[config.mk]
export PLATFORM = sky130hd
export DESIGN_NAME = mil_top
export DESIGN_NICKNAME = d
export VERILOG_FILES = /design/src/mil_pkg.sv /design/src/mil_top.sv /design/src/mil_trim_add.sv
export SDC_FILE = /design/constraint.sdc
export NUM_CORES = 1
export LEC_CHECK = 0
export BUFFER_PORTS_ARGS = -buffer_cell sky130_fd_sc_hd__buf_2
export CAP_MARGIN = 10
export CORE_MARGIN = 3
export CORE_UTILIZATION = 55
export DETAILED_ROUTE_END_ITERATION = 10
export GPL_TIMING_DRIVEN = 0
export PLACE_DENSITY = 0.82
export SETUP_SLACK_MARGIN = 0.15
export SYNTH_ARGS = -nofsm -noshare
export SYNTH_HDL_FRONTEND = slang
export SYNTH_SLANG_ARGS = --single-unit
[constraint.sdc]
create_clock -name clk -period 2.15 [get_ports clk]
set_input_delay 0.5375 -clock clk [delete_from_list [all_inputs] [get_ports clk]]
set_output_delay 0.5375 -clock clk [all_outputs]
set_load 0.005 [all_outputs]
[src/mil_pkg.sv]
// Package for the monitor interrupt mask, offset and supply limit block.
// Assumes a byte-wide register port driven by the serial interface logic.
package mil_pkg;
	// ********************************************************************
	// Register offsets
	// ********************************************************************
	localparam logic [7:0] OFF_EVENT_GATE_LOW  = 8'h1D;
	localparam logic [7:0] OFF_EVENT_GATE_HIGH = 8'h1E;
	localparam logic [7:0] OFF_INNER_TRIM      = 8'h1F;
	localparam logic [7:0] OFF_REMOTE_TRIM     = 8'h20;
	localparam logic [7:0] OFF_SUPPLY_UPPER    = 8'h23;
	localparam logic [7:0] OFF_SUPPLY_LOWER    = 8'h24;

	// ********************************************************************
	// Reset values
	// ********************************************************************
	localparam logic [7:0] RST_GATE         = 8'h00;
	localparam logic [7:0] RST_TRIM         = 8'h00;
	localparam logic [7:0] RST_SUPPLY_UPPER = 8'hC7;
	localparam logic [7:0] RST_SUPPLY_LOWER = 8'h62;

	// ********************************************************************
	// Field positions
	// ********************************************************************
	localparam int BIT_INNER_UPPER   = 0;
	localparam int BIT_INNER_LOWER   = 1;
	localparam int BIT_REMOTE_UPPER  = 2;
	localparam int BIT_REMOTE_LOWER  = 3;
	localparam int BIT_REMOTE_FAULT  = 4;
	localparam int BIT_ANALOG_2      = 5;
	localparam int BIT_ANALOG_5      = 0;
	localparam int BIT_SUPPLY        = 4;
	localparam int ANALOG_HIGH_COUNT = 4;
endpackage : mil_pkg

[src/mil_top.sv]
// Mask, temperature offset and supply limit registers of the monitor.
// Assumes a byte register port from the serial logic and event levels
// from the limit comparators; supply code arrives from the converter.
//
// Contract
// - Each mask bit set to one blocks its event from the interrupt.
// - Low mask bit 0 gates inner upper, bit 1 inner lower.
// - Low mask bit 2 gates remote upper or analog 1, bit 3 remote lower.
// - Low mask bit 4 gates remote sensor fault.
// - Low mask bits 5 to 7 gate analog inputs two to four.
// - High mask bits 0 to 3 gate analog inputs five to eight.
// - High mask bit 4 gates both supply events together.
// - Inner offset is added before storing and comparing.
// - Remote offset is added before storing and comparing.
// - Offsets are 8-bit two's complement, one degree per step.
// - Supply upper event when code strictly above upper threshold.
// - Supply lower event when code at or below lower threshold.
// - Supply upper threshold resets to C7.
// - Supply lower threshold resets to 62.
// - Masks and offsets reset to zero.
// - Software reset returns every mapped register to its default; read data and offset sums see rst only.
`timescale 1ns/1ns
module mil_top (
	input  wire logic        clk,
	input  wire logic        rst,
	input  wire logic        soft_rst,
	input  wire logic        reg_wr,
	input  wire logic [7:0]  reg_addr,
	input  wire logic [7:0]  reg_wdata,
	output logic [7:0]       reg_rdata,
	input  wire logic        inner_valid,
	input  wire logic [9:0]  inner_raw,
	input  wire logic        remote_valid,
	input  wire logic [9:0]  remote_raw,
	output logic             inner_sum_valid,
	output logic [9:0]       inner_sum,
	output logic             remote_sum_valid,
	output logic [9:0]       remote_sum,
	input  wire logic        supply_valid,
	input  wire logic [7:0]  supply_code,
	input  wire logic        temp_upper_event,
	input  wire logic        temp_lower_event,
	input  wire logic        remote_upper_event,
	input  wire logic        remote_lower_event,
	input  wire logic        remote_fault_event,
	input  wire logic [7:1]  analog_in_event,
	output logic             volt_upper_event,
	output logic             volt_lower_event,
	output logic             irq
);
	// ********************************************************************
	// Registers
	// ********************************************************************
	logic [7:0] event_gate_low_reg;
	logic [7:0] event_gate_high_reg;
	logic [7:0] inner_temp_trim_reg;
	logic [7:0] remote_temp_trim_reg;
	logic [7:0] supply_upper_threshold_reg;
	logic [7:0] supply_lower_threshold_reg;
	logic       any_rst;
	logic [7:0] low_events;
	logic [4:0] high_events;

	// Software reset acts like power-up for the registers, supply events and irq; read data and adders see rst only
	assign any_rst = rst | soft_rst;

	// Mask registers
	always_ff @(posedge clk) begin
		if (any_rst) begin
			event_gate_low_reg  <= mil_pkg::RST_GATE;
			event_gate_high_reg <= mil_pkg::RST_GATE;
		end else if (reg_wr) begin
			if (reg_addr == mil_pkg::OFF_EVENT_GATE_LOW) begin
				event_gate_low_reg <= reg_wdata;
			end
			if (reg_addr == mil_pkg::OFF_EVENT_GATE_HIGH) begin
				// Upper bits kept as written; host must write zero there
				event_gate_high_reg <= reg_wdata;
			end
		end
	end

	// Offset registers
	always_ff @(posedge clk) begin
		if (any_rst) begin
			inner_temp_trim_reg  <= mil_pkg::RST_TRIM;
			remote_temp_trim_reg <= mil_pkg::RST_TRIM;
		end else if (reg_wr) begin
			if (reg_addr == mil_pkg::OFF_INNER_TRIM) begin
				inner_temp_trim_reg <= reg_wdata;
			end
			if (reg_addr == mil_pkg::OFF_REMOTE_TRIM) begin
				remote_temp_trim_reg <= reg_wdata;
			end
		end
	end

	// Supply thresholds
	always_ff @(posedge clk) begin
		if (any_rst) begin
			supply_upper_threshold_reg <= mil_pkg::RST_SUPPLY_UPPER;
			supply_lower_threshold_reg <= mil_pkg::RST_SUPPLY_LOWER;
		end else if (reg_wr) begin
			if (reg_addr == mil_pkg::OFF_SUPPLY_UPPER) begin
				supply_upper_threshold_reg <= reg_wdata;
			end
			if (reg_addr == mil_pkg::OFF_SUPPLY_LOWER) begin
				supply_lower_threshold_reg <= reg_wdata;
			end
		end
	end

	// Read data registered; unmapped offsets read zero
	always_ff @(posedge clk) begin
		if (rst) begin
			reg_rdata <= 8'h00;
		end else begin
			unique case (reg_addr)
				mil_pkg::OFF_EVENT_GATE_LOW:  reg_rdata <= event_gate_low_reg;
				mil_pkg::OFF_EVENT_GATE_HIGH: reg_rdata <= event_gate_high_reg;
				mil_pkg::OFF_INNER_TRIM:      reg_rdata <= inner_temp_trim_reg;
				mil_pkg::OFF_REMOTE_TRIM:     reg_rdata <= remote_temp_trim_reg;
				mil_pkg::OFF_SUPPLY_UPPER:    reg_rdata <= supply_upper_threshold_reg;
				mil_pkg::OFF_SUPPLY_LOWER:    reg_rdata <= supply_lower_threshold_reg;
				default:                      reg_rdata <= 8'h00;
			endcase
		end
	end

	// ********************************************************************
	// Offset adders
	// ********************************************************************
	mil_trim_add u_inner (
		.clk       (clk),
		.rst       (rst),
		.raw_valid (inner_valid),
		.raw_temp  (inner_raw),
		.trim      (inner_temp_trim_reg),
		.sum_valid (inner_sum_valid),
		.sum_temp  (inner_sum)
	);

	mil_trim_add u_remote (
		.clk       (clk),
		.rst       (rst),
		.raw_valid (remote_valid),
		.raw_temp  (remote_raw),
		.trim      (remote_temp_trim_reg),
		.sum_valid (remote_sum_valid),
		.sum_temp  (remote_sum)
	);

	// ********************************************************************
	// Supply comparison
	// ********************************************************************
	// Events held until the next supply result; directions are fixed
	always_ff @(posedge clk) begin
		if (any_rst) begin
			volt_upper_event <= 1'b0;
			volt_lower_event <= 1'b0;
		end else if (supply_valid) begin
			volt_upper_event <= supply_code > supply_upper_threshold_reg;
			volt_lower_event <= supply_code <= supply_lower_threshold_reg;
		end
	end

	// ********************************************************************
	// Interrupt gating
	// ********************************************************************
	// Low gate order: inner upper, inner lower, remote upper, remote lower,
	// remote fault, then analog inputs two to four in the top three bits
	assign low_events = {analog_in_event[4:2],
	                     remote_fault_event,
	                     remote_lower_event,
	                     remote_upper_event | analog_in_event[1],
	                     temp_lower_event,
	                     temp_upper_event};

	// Analog input eight has no event pin on this block; its gate bit is
	// stored and read back but always guards an idle event
	logic analog_8_event;
	assign analog_8_event = 1'b0;

	// High gate order follows the register: analog five to eight, supply
	assign high_events = {volt_upper_event | volt_lower_event,
	                      analog_8_event,
	                      analog_in_event[7:5]};

	// True when any event finds its gate bit clear
	function automatic logic gate_any(
		input logic [7:0] events,
		input logic [7:0] gate
	);
		return |(events & ~gate);
	endfunction : gate_any

	// Mask bit one blocks; output is the OR of what gets through. Registered
	// so the pin cannot glitch while an event and its gate change together,
	// at the cost of one cycle of latency after either changes.
	// High gate bits 5 to 7 meet zeros, so a stray one there blocks nothing.
	always_ff @(posedge clk) begin
		if (any_rst) begin
			irq <= 1'b0;
		end else begin
			irq <= gate_any(low_events, event_gate_low_reg)
			     | gate_any({3'b000, high_events}, event_gate_high_reg);
		end
	end
endmodule : mil_top

[src/mil_trim_add.sv]
// Signed offset adder for one temperature channel.
// Assumes a 10-bit two's complement result in quarter degrees.
`timescale 1ns/1ns
module mil_trim_add (
	input  wire logic        clk,
	input  wire logic        rst,
	input  wire logic        raw_valid,
	input  wire logic [9:0]  raw_temp,
	input  wire logic [7:0]  trim,
	output logic             sum_valid,
	output logic [9:0]       sum_temp
);
	logic [9:0] trim_ext;

	// Whole degrees scaled to quarter degrees; wraps like the raw code
	assign trim_ext = {trim, 2'b00};

	// Sum is registered so stored and compared values are one and the same
	always_ff @(posedge clk) begin
		if (rst) begin
			sum_valid <= 1'b0;
			sum_temp  <= 10'h000;
		end else begin
			sum_valid <= raw_valid;
			if (raw_valid) begin
				sum_temp <= raw_temp + trim_ext;
			end
		end
	end
endmodule : mil_trim_add

==> reports/results.txt, run 1 <==
Slew @ Worst Pin -> 0.605 ns
crit path DAT -> 2.15 ns
vias per cell -> 5.76
WL final -> 11,700 um
max-slew violations -> 0
reg2reg start -> inner_temp_trim_reg[0]
synthesized cell area -> 4370 um2
crit path max fanout -> 3
Final ANT Viol Nets -> 0
drt wl/cell -> 16.5 um
Crit Path Category -> reg2reg
Final min period -> 1.93 ns
run status -> completed
antenna diode count -> 0
Num CTS Buffers -> 9
worst vdd ir -> 0.383 mV
top_reg_cell synth -> dfxtp_1
slew margin rel. -> 59.7%
DRC viols -> 0
row count -> 31
via count -> 4,092
GP Congestion -> 0.932
Starting DRT DRC Count -> 309
Final Hold Fails -> 0
num ports -> 96
grt total ovfl -> 0
share of layout cells above drive strength 1 -> 23.7%
Worst EP required -> 2.37 ns
Warnings, synthesis -> 0
Clock Path Buffers -> 2
commonest non-fill, non-tap cell in the layout -> buf_2
# Post-CTS Setup Buffers -> 0
worst r2r dst -> u_inner.sum_temp[8]
Synth cell types -> 52
Syn Nets -> 599
CTS tree -> yes
# Max-Cap Violations -> 0
Hold-fix buffers, CTS -> 0
clock latency on the worst-skew pair -> 0.36 ns
first-pass GRT wire length -> 18,600 um
Leakage -> 2.29 nW
cells after synthesis -> 504
GRT Overall Usage -> 26.7%
Tcrit/Tclk final -> 89.6%
Net Sw Frac -> 24.3%
# setup viols final -> 0
design area -> 5200 um2
Clock transition at path regs -> 0.08 ns
HP Class -> in2reg
NetSw -> 0.000786 W
Post-DP Area -> 4950 um2
clock skew -> 0.00863 ns
pre-CTS setup slack -> -0.0696 ns
fmax -> 0.519 GHz
most frequent cells in the layout -> buf_2 (98), dfxtp_1 (79), nor2_1 (56)
CP startpoint -> inner_temp_trim_reg[0]
Comb pwr share -> 10.4%
clk sink count -> 81
flops & latches, synth -> 81
Cell Pwr Density -> 621 nW/um2
part of the power in the clock network -> 42.0%
die width -> 95.1 um
input/output buffers -> 92
CTS H-tree lvls -> 3
RSZ-0062 raised after global routing -> yes
fin nets -> 702
largest net degree at the start of global routing -> 15
Worst R2R Setup Slack -> 0.22 ns
Regs by FF count -> u_inner.sum_temp x10, u_remote.sum_temp x10
layout-stage area growth over the synthesis result -> 19.2%
CP startpoint kind -> register
DIE HEIGHT -> 95.1 um
die area -> 9040 um2
CORE AREA -> 7490 um2
Root Buffer -> clkbuf_8
HPWL after DPL -> 8990 um
internal power -> 0.00245 W
Initial Util -> 58.3%
CP Capture Point -> u_inner.sum_temp[8]
Final WS setup -> 0.223 ns
vias in the first global route -> 3,874
Crit. End Element -> register
Seq/Total Area, Yosys -> 37.1%
FF-to-FF path depth -> 8
Sequential Power Share -> 47.6%
TritonRoute pass-1 iters -> 5
post-synthesis async set-or-reset flop share -> 0%
initial antenna violation count -> 0
Post-synth EDFFs -> 0
Mean Syn Cell Area -> 8.66 um2
==> per-layer routing <==
metal	global-route usage, %	part of all wire, %	vias to the layer above
met3	4.97	8.5	30
met5	0	0	-
met1	35.1	43	1872
met4	10.7	2.5	0
met2	43.0	46	198
li1	-	-	1992
==> power by group through the flow <==
stage          combinational [W]  clock, W  sequential (W)
2_1_floorplan           0.000170         0         0.00158
3_3_place_gp            0.000325         0         0.00157
3_5_place_dp            0.000333         0         0.00157
4_1_cts                 0.000335   0.00137         0.00154
5_1_grt                 0.000372   0.00144         0.00154
6_report                0.000338   0.00136         0.00154
==> critical path, cell delays in order, from the launching register on <==
cell and delay [ns]:
dfxtp_2 0.35, ha_2 0.19, inv_1 0.05, fa_2 0.35, nor2b_1 0.12, o21ai_0 0.13
a21oi_1 0.26, mux2i_1 0.21, o311ai_0 0.13
==> repair_timing <==
item / in CTS / in global routing
hold endpoints to repair: 0 / 0
setup endpoints to repair: 0 / 2
resized for setup: 0 / 7
==> cell families after synthesis <==
logic type,after synthesis,synth area share (%)
compound gates,126,17.6
xor+xnor,8,1.61
fa+ha+maj,32,9.52
buf+inv,59,5.70
flops,81,37.1
mux,38,8.89
simple gates,160,19.5
==> area by class of cell <==
cell class | instances | area (um2)
inverters | 35 | 131
well taps | 99 | 124
flip-flops and latches | 81 | 1620
clock inverters | 6 | 115
multi-input cells | 364 | 2500
clock buffers | 10 | 128
repair buffers | 92 | 460
plain buffers | 24 | 118
fillers | 638 | 2280
==> worst min-delay path by stage <==
stage,startpoint,to,cells past startpoint
2_1_floorplan,event_gate_high_reg[3],event_gate_high_reg[3],2
3_3_place_gp,event_gate_high_reg[7],event_gate_high_reg[7],2
3_5_place_dp,event_gate_high_reg[6],event_gate_high_reg[6],2
4_1_cts,inner_raw[0],u_inner.sum_temp[0],3
5_1_grt,supply_valid,volt_upper_event,2
6_report,inner_raw[0],u_inner.sum_temp[0],3
==> synth_stat cells, types with 3 or more instances <==
master	number	share of area [%]
nor3_1	4	0.46
a21o_1	3	0.52
xnor2_1	8	1.6
inv_1	35	3.0
a31oi_1	5	0.72
clkbuf_1	10	0.86
nand2b_1	3	0.43
nand2_1	43	3.7
nor2_1	56	4.8
o311ai_0	3	0.60
buf_4	3	0.52
a22oi_1	11	1.9
buf_2	6	0.69
a221oi_1	7	1.4
ha_1	30	8.6
o211ai_1	6	1.0
o21ai_0	31	3.6
o22ai_1	8	1.1
nor4bb_1	5	1.1
buf_1	3	0.26
mux2_2	6	1.5
a211oi_1	9	1.5
nor3b_1	5	0.86
mux2i_1	32	7.3
a21oi_1	40	4.6
nand4_1	4	0.57
nand3_1	12	1.4
dfxtp_1	81	37
nor2b_1	7	1.0
==> metrics by stage <==
step	TNS [ns]	std cells	power [W]	utilization [%]	hold slack, ns
6_report	0	711	0.00323	69.5	0.420
3_5_place_dp	-0.0892	695	0.00191	66.1	0.452
4_1_cts	0	711	0.00324	69.4	0.411
3_3_place_gp	0	695	0.00190	66.1	0.442
5_1_grt	0	711	0.00335	69.5	0.429
2_1_floorplan	0	504	0.00175	-	0.436
No activity file was read; power rests on OpenSTA's default activity.
==> run 2: changes to the inputs <==
--- a/config.mk
+++ b/config.mk
@@ -8,10 +8,10 @@
 export BUFFER_PORTS_ARGS = -buffer_cell sky130_fd_sc_hd__buf_2
 export CAP_MARGIN = 10
 export CORE_MARGIN = 3
-export CORE_UTILIZATION = 55
+export CORE_UTILIZATION = 50
 export DETAILED_ROUTE_END_ITERATION = 10
 export GPL_TIMING_DRIVEN = 0
-export PLACE_DENSITY = 0.82
+export PLACE_DENSITY = 0.75
 export SETUP_SLACK_MARGIN = 0.15
 export SYNTH_ARGS = -nofsm -noshare
 export SYNTH_HDL_FRONTEND = slang
==> reports/results.txt, run 2 (synthesis gave the netlist of run 1 again) <==
fmax -> 0.535 GHz (+3.1%)
Clock transition at path regs -> 0.09 ns (about the same)
most frequent cells in the layout -> buf_2 (98), dfxtp_1 (79), nor2_1 (56)
num ports -> 96 (unchanged)
vias per cell -> 5.75 (about the same)
WL met3 -> 1070 um (+6.9%)
highest routed metal layer -> met4
Tot Pwr -> 0.00298 W (-7.9%)
share of layout cells above drive strength 1 -> 23.5% (-0.16 points)
# setup viols final -> 0 (unchanged)
fin nets -> 702 (unchanged)
input/output buffers -> 92 (unchanged)
Regs by FF count -> u_inner.sum_temp x10, u_remote.sum_temp x10
Final Hold Fails -> 0 (unchanged)
slew margin rel. -> 54.4% (-5.3 points)
WL final -> 11,900 um (+1.6%)
Leakage -> 2.26 nW (-1.1%)
GRT Overall Usage -> 24.1% (-2.5 points)
crit path DAT -> 2.08 ns (-0.07 ns)
Initial Util -> 52.3% (-6.0 points)
clock skew -> 0.00738 ns (-0.00126 ns)
metal2 WL -> 5270 um (-2.4%)
vias in the first global route -> 3,928 (+1.4%)
Final min period -> 1.87 ns (-0.0579 ns)
die width -> 99.4 um (+4.6%)
pre-CTS setup slack -> -0.0560 ns (+0.0136 ns)
commonest non-fill, non-tap cell in the layout -> buf_2
WHS -> 0.419 ns (-0.000760 ns)
# Max-Cap Violations -> 0 (unchanged)
routed metal-1 wirelength -> 5260 um (+4.7%)
Worst R2R Setup Slack -> 0.28 ns (+0.06 ns)
largest net degree at the start of global routing -> 14 (-1)
CP startpoint kind -> register
clk sink count -> 81 (unchanged)
DRC viols -> 0 (unchanged)
setup TNS -> 0 ns (unchanged)
layout-stage area growth over the synthesis result -> 18.2%
CTS tree -> yes
RSZ-0062 raised after global routing -> yes
Crit. End Element -> register
Final ANT Viol Nets -> 0 (unchanged)
Num CTS Buffers -> 9 (unchanged)
worst vdd ir -> 0.426 mV (+11%)
crit path max fanout -> 3 (unchanged)
Starting DRT DRC Count -> 199 (-36%)
Slew @ Worst Pin -> 0.684 ns (+0.0794 ns)
initial antenna violation count -> 0 (unchanged)
final core utilization -> 61.9% (-7.7 points)
filler instances -> 780 (+22%)
antenna diode count -> 0 (unchanged)
Final WS setup -> 0.280 ns (+0.0579 ns)
Hold-fix buffers, CTS -> 0 (unchanged)
Tcrit/Tclk final -> 87.0% (-2.7 points)
drt wl/cell -> 16.6 um (+0.76%)
HP Class -> in2reg
DIE HEIGHT -> 99.4 um (+4.6%)
CORE AREA -> 8340 um2 (+11%)
Crit Path Category -> reg2reg
HPWL after DPL -> 9110 um (+1.4%)
first-pass GRT wire length -> 19,100 um (+2.8%)
Root Buffer -> clkbuf_8
run status -> completed
Clock Path Buffers -> 2 (unchanged)
via count -> 4,126 (+0.83%)
clock latency on the worst-skew pair -> 0.35 ns (about the same)
GP Congestion -> 0.894 (-4.0%)
Worst EP required -> 2.36 ns (about the same)
TritonRoute pass-1 iters -> 5 (unchanged)
Cell Pwr Density -> 578 nW/um2 (-7.0%)
row count -> 33 (+6.5%)
max-slew violations -> 0 (unchanged)
CTS H-tree lvls -> 3 (unchanged)
die area -> 9890 um2 (+9.4%)
grt total ovfl -> 0 (unchanged)
run 2: worst max-delay path, cell delays in order, from the launching register on:
cell      delay [ns]
dfxtp_2         0.35
ha_2            0.19
inv_1           0.05
fa_1            0.39
nor2b_1         0.13
o21ai_1         0.09
a21oi_2         0.18
mux2i_1         0.20
o311ai_0        0.14
run 2: layout make-up:
| cell class | instances | area (um2) | area share [%] |
|---|---|---|---|
| Multi-Input combinational cell | 364 | 2510 | 48.6 |
| Sequential cell | 81 | 1620 | 31.5 |
| Timing Repair Buffer | 92 | 460 | 8.93 |
| Clock buffer | 11 | 131 | 2.55 |
| Inverter | 35 | 131 | 2.55 |
| Tap cell | 105 | 131 | 2.55 |
| Buffer | 24 | 118 | 2.28 |
| Clock inverter | 5 | 56.3 | 1.09 |
run 2: power by group:
part	total [W]	switching (W)	internal, W	leakage, nW
logic	0.000340	0.000197	0.000143	1.51
registers	0.00154	0.0000129	0.00153	0.659
clock network	0.00110	0.000564	0.000537	0.0933
total	0.00298	0.000774	0.00221	2.26
run 2: repair_timing:
action,CTS,global route
resized for setup,0,8
endpoints found under the setup margin,0,2
setup buffers,0,0
run 2: final timing paths:
path / startpoint / endpoint / cells after the start
worst min register to register: event_gate_high_reg[7] / event_gate_high_reg[7] / 2
worst max-delay path: inner_temp_trim_reg[0] / u_inner.sum_temp[8] / 8
worst max register to register: inner_temp_trim_reg[0] / u_inner.sum_temp[8] / 8
worst min-delay path: remote_raw[0] / u_remote.sum_temp[0] / 3
run 2: metal layers:
layer  vias to the layer above  global-route usage [%]
li1                       1991                       -
met1                      1911                    33.7
met2                       203                    37.8
met3                        21                    3.51
met4                         0                    9.03
met5                         -                       0
run 2: stage by stage:
step | cell area (um2) | instances
final | 5160 | 717
after global routing | 5160 | 717
after CTS | 5140 | 717
after detailed placement | 4960 | 701
after global placement | 4960 | 701
after floorplan | 4370 | 504
==> run 3: changes to the inputs <==
--- a/config.mk
+++ b/config.mk
@@ -12,6 +12,7 @@
 export DETAILED_ROUTE_END_ITERATION = 10
 export GPL_TIMING_DRIVEN = 0
 export PLACE_DENSITY = 0.75
+export REMOVE_ABC_BUFFERS = 1
 export SETUP_SLACK_MARGIN = 0.15
 export SYNTH_ARGS = -nofsm -noshare
 export SYNTH_HDL_FRONTEND = slang
==> reports/results.txt, run 3 (synthesis gave the netlist of run 1 again) <==
family with the most delay on the worst path -> simple AND/OR/NAND/NOR gates
Worst path slowest cell -> or2_2
RSZ-0062 raised after global routing -> yes
die width -> 99.4 um (unchanged)
CTS H-tree lvls -> 3 (unchanged)
fin nets -> 684 (-2.6%)
Regs by FF count -> u_inner.sum_temp x10, u_remote.sum_temp x10
row count -> 33 (unchanged)
Leakage -> 2.23 nW (-1.6%)
DRC viols -> 0 (unchanged)
via count -> 3,926 (-4.8%)
share of layout cells above drive strength 1 -> 23.6% (+0.040 points)
input/output buffers -> 95 (+3.3%)
num ports -> 96 (unchanged)
vias in the first global route -> 3,764 (-4.2%)
clock latency on the worst-skew pair -> 0.35 ns (about the same)
Slew @ Worst Pin -> 0.839 ns (+0.155 ns)
DIE HEIGHT -> 99.4 um (unchanged)
Clock transition at path regs -> 0.08 ns (about the same)
Final min period -> 1.91 ns (+0.0363 ns)
grt total ovfl -> 0 (unchanged)
WHS -> 0.410 ns (-0.00901 ns)
crit path DAT -> 2.11 ns (+0.03 ns)
Crit. End Element -> register
vias per cell -> 5.62 (-2.4%)
Crit Path Category -> in2reg
fmax -> 0.525 GHz (-1.9%)
largest net degree at the start of global routing -> 44 (+30)
HPWL after DPL -> 8200 um (-10%)
Initial Util -> 52.3% (unchanged)
# Max-Cap Violations -> 0 (unchanged)
placed insts -> 680 (-3.0%)
WL final -> 11,100 um (-6.7%)
CTS tree -> yes
Hold-fix buffers, CTS -> 0 (unchanged)
# setup viols final -> 0 (unchanged)
commonest non-fill, non-tap cell in the layout -> buf_2
layout-stage area growth over the synthesis result -> 16.2%
GRT Overall Usage -> 22.9% (-1.2 points)
die area -> 9890 um2 (unchanged)
pre-CTS setup slack -> -0.337 ns (-0.281 ns)
most frequent cells in the layout -> buf_2 (95), dfxtp_1 (79), nor2_1 (55)
Final WS setup -> 0.244 ns (-0.0363 ns)
worst vdd ir -> 0.355 mV (-17%)
slowest cell delay on critical path -> 0.78 ns (+0.39 ns)
antenna diode count -> 0 (unchanged)
Tcrit/Tclk final -> 88.6% (+1.7 points)
Buf/Inv on CP -> 1 (unchanged)
CORE AREA -> 8340 um2 (unchanged)
Num CTS Buffers -> 9 (unchanged)
CP startpoint kind -> input port
crit path max fanout -> 43 (+40)
clock skew -> 0.00906 ns (+0.00168 ns)
Root Buffer -> clkbuf_8
Final ANT Viol Nets -> 0 (unchanged)
drt wl/cell -> 15.9 um (-4.3%)
HP Class -> in2reg
Clock Path Buffers -> 2 (unchanged)
initial antenna violation count -> 0 (unchanged)
slew margin rel. -> 44.1% (-10 points)
crit path cell chain -> buf_2 > or2_2 > a21oi_1
TritonRoute pass-1 iters -> 4 (-1)
Cell Pwr Density -> 566 nW/um2 (-2.0%)
Starting DRT DRC Count -> 222 (+12%)
clk sink count -> 81 (unchanged)
first-pass GRT wire length -> 18,100 um (-5.2%)
run status -> completed
Worst EP required -> 2.35 ns (about the same)
Final Hold Fails -> 0 (unchanged)
GP Congestion -> 0.868 (-3.0%)
Non-Filler Instances -> 699 (-2.5%)
max-slew violations -> 0 (unchanged)
run 3: metal layers:
| metal | part of all wire [%] | GRT usage (%) | vias to the layer above | routed length [um] |
|---|---|---|---|---|
| met3 | 8.3 | 3.51 | 23 | 918 |
| met2 | 47 | 36.1 | 141 | 5180 |
| met1 | 42 | 31.7 | 1812 | 4700 |
| met4 | 2.7 | 8.93 | 0 | 304 |
| met5 | 0 | 0 | - | 0 |
| li1 | - | - | 1950 | - |
run 3: final timing paths:
path         slack [ns]                      to  cells after the start                    start
max                0.24  event_gate_high_reg[7]                      3                      rst
min                0.41        volt_upper_event                      2             supply_valid
max reg2reg        0.25    u_remote.sum_temp[8]                      8  remote_temp_trim_reg[0]
min reg2reg        0.46  event_gate_high_reg[3]                      2   event_gate_high_reg[3]
run 3: what timing repair did:
action	in CTS	in global routing
pin swaps	0	2
resized for setup	2	7
setup buffers	0	3
endpoints found under the setup margin	15	16
run 3: area by class of cell:
type                       instances  area [um2]
tap                              105         131
inverter                          35         131
multi-input combinational        364        2510
timing repair buffer              98         498
sequential                        81        1620
clock buffer                      12         145
fill                             758        3270
clock inverter                     4        28.8
run 3: per-stage QoR:
stage          total power [W]  TNS [ns]  area, um2  utilization [%]
6_report               0.00287         0       5070             60.8
5_1_grt                0.00301         0       5070             60.8
4_1_cts                0.00289         0       5040             60.4
3_5_place_dp           0.00189     -6.91       4850             58.2
3_3_place_gp           0.00188     -5.66       4850             58.2
2_1_floorplan          0.00172         0       4250                -
run 3: worst reg2reg max path: stages (launching register included):
cell and delay (ns):
dfxtp_2 0.36, ha_2 0.19, inv_1 0.05, fa_1 0.40, nor2b_1 0.15, o21ai_1 0.11, a21oi_2 0.16, mux2i_1 0.20
o311ai_0 0.13
run 3: report_power, final:
part | total (W) | internal (W) | switching (W)
Clock | 0.00101 | 0.000452 | 0.000559
Sequential | 0.00154 | 0.00153 | 0.0000121
Combinational | 0.000321 | 0.000136 | 0.000185
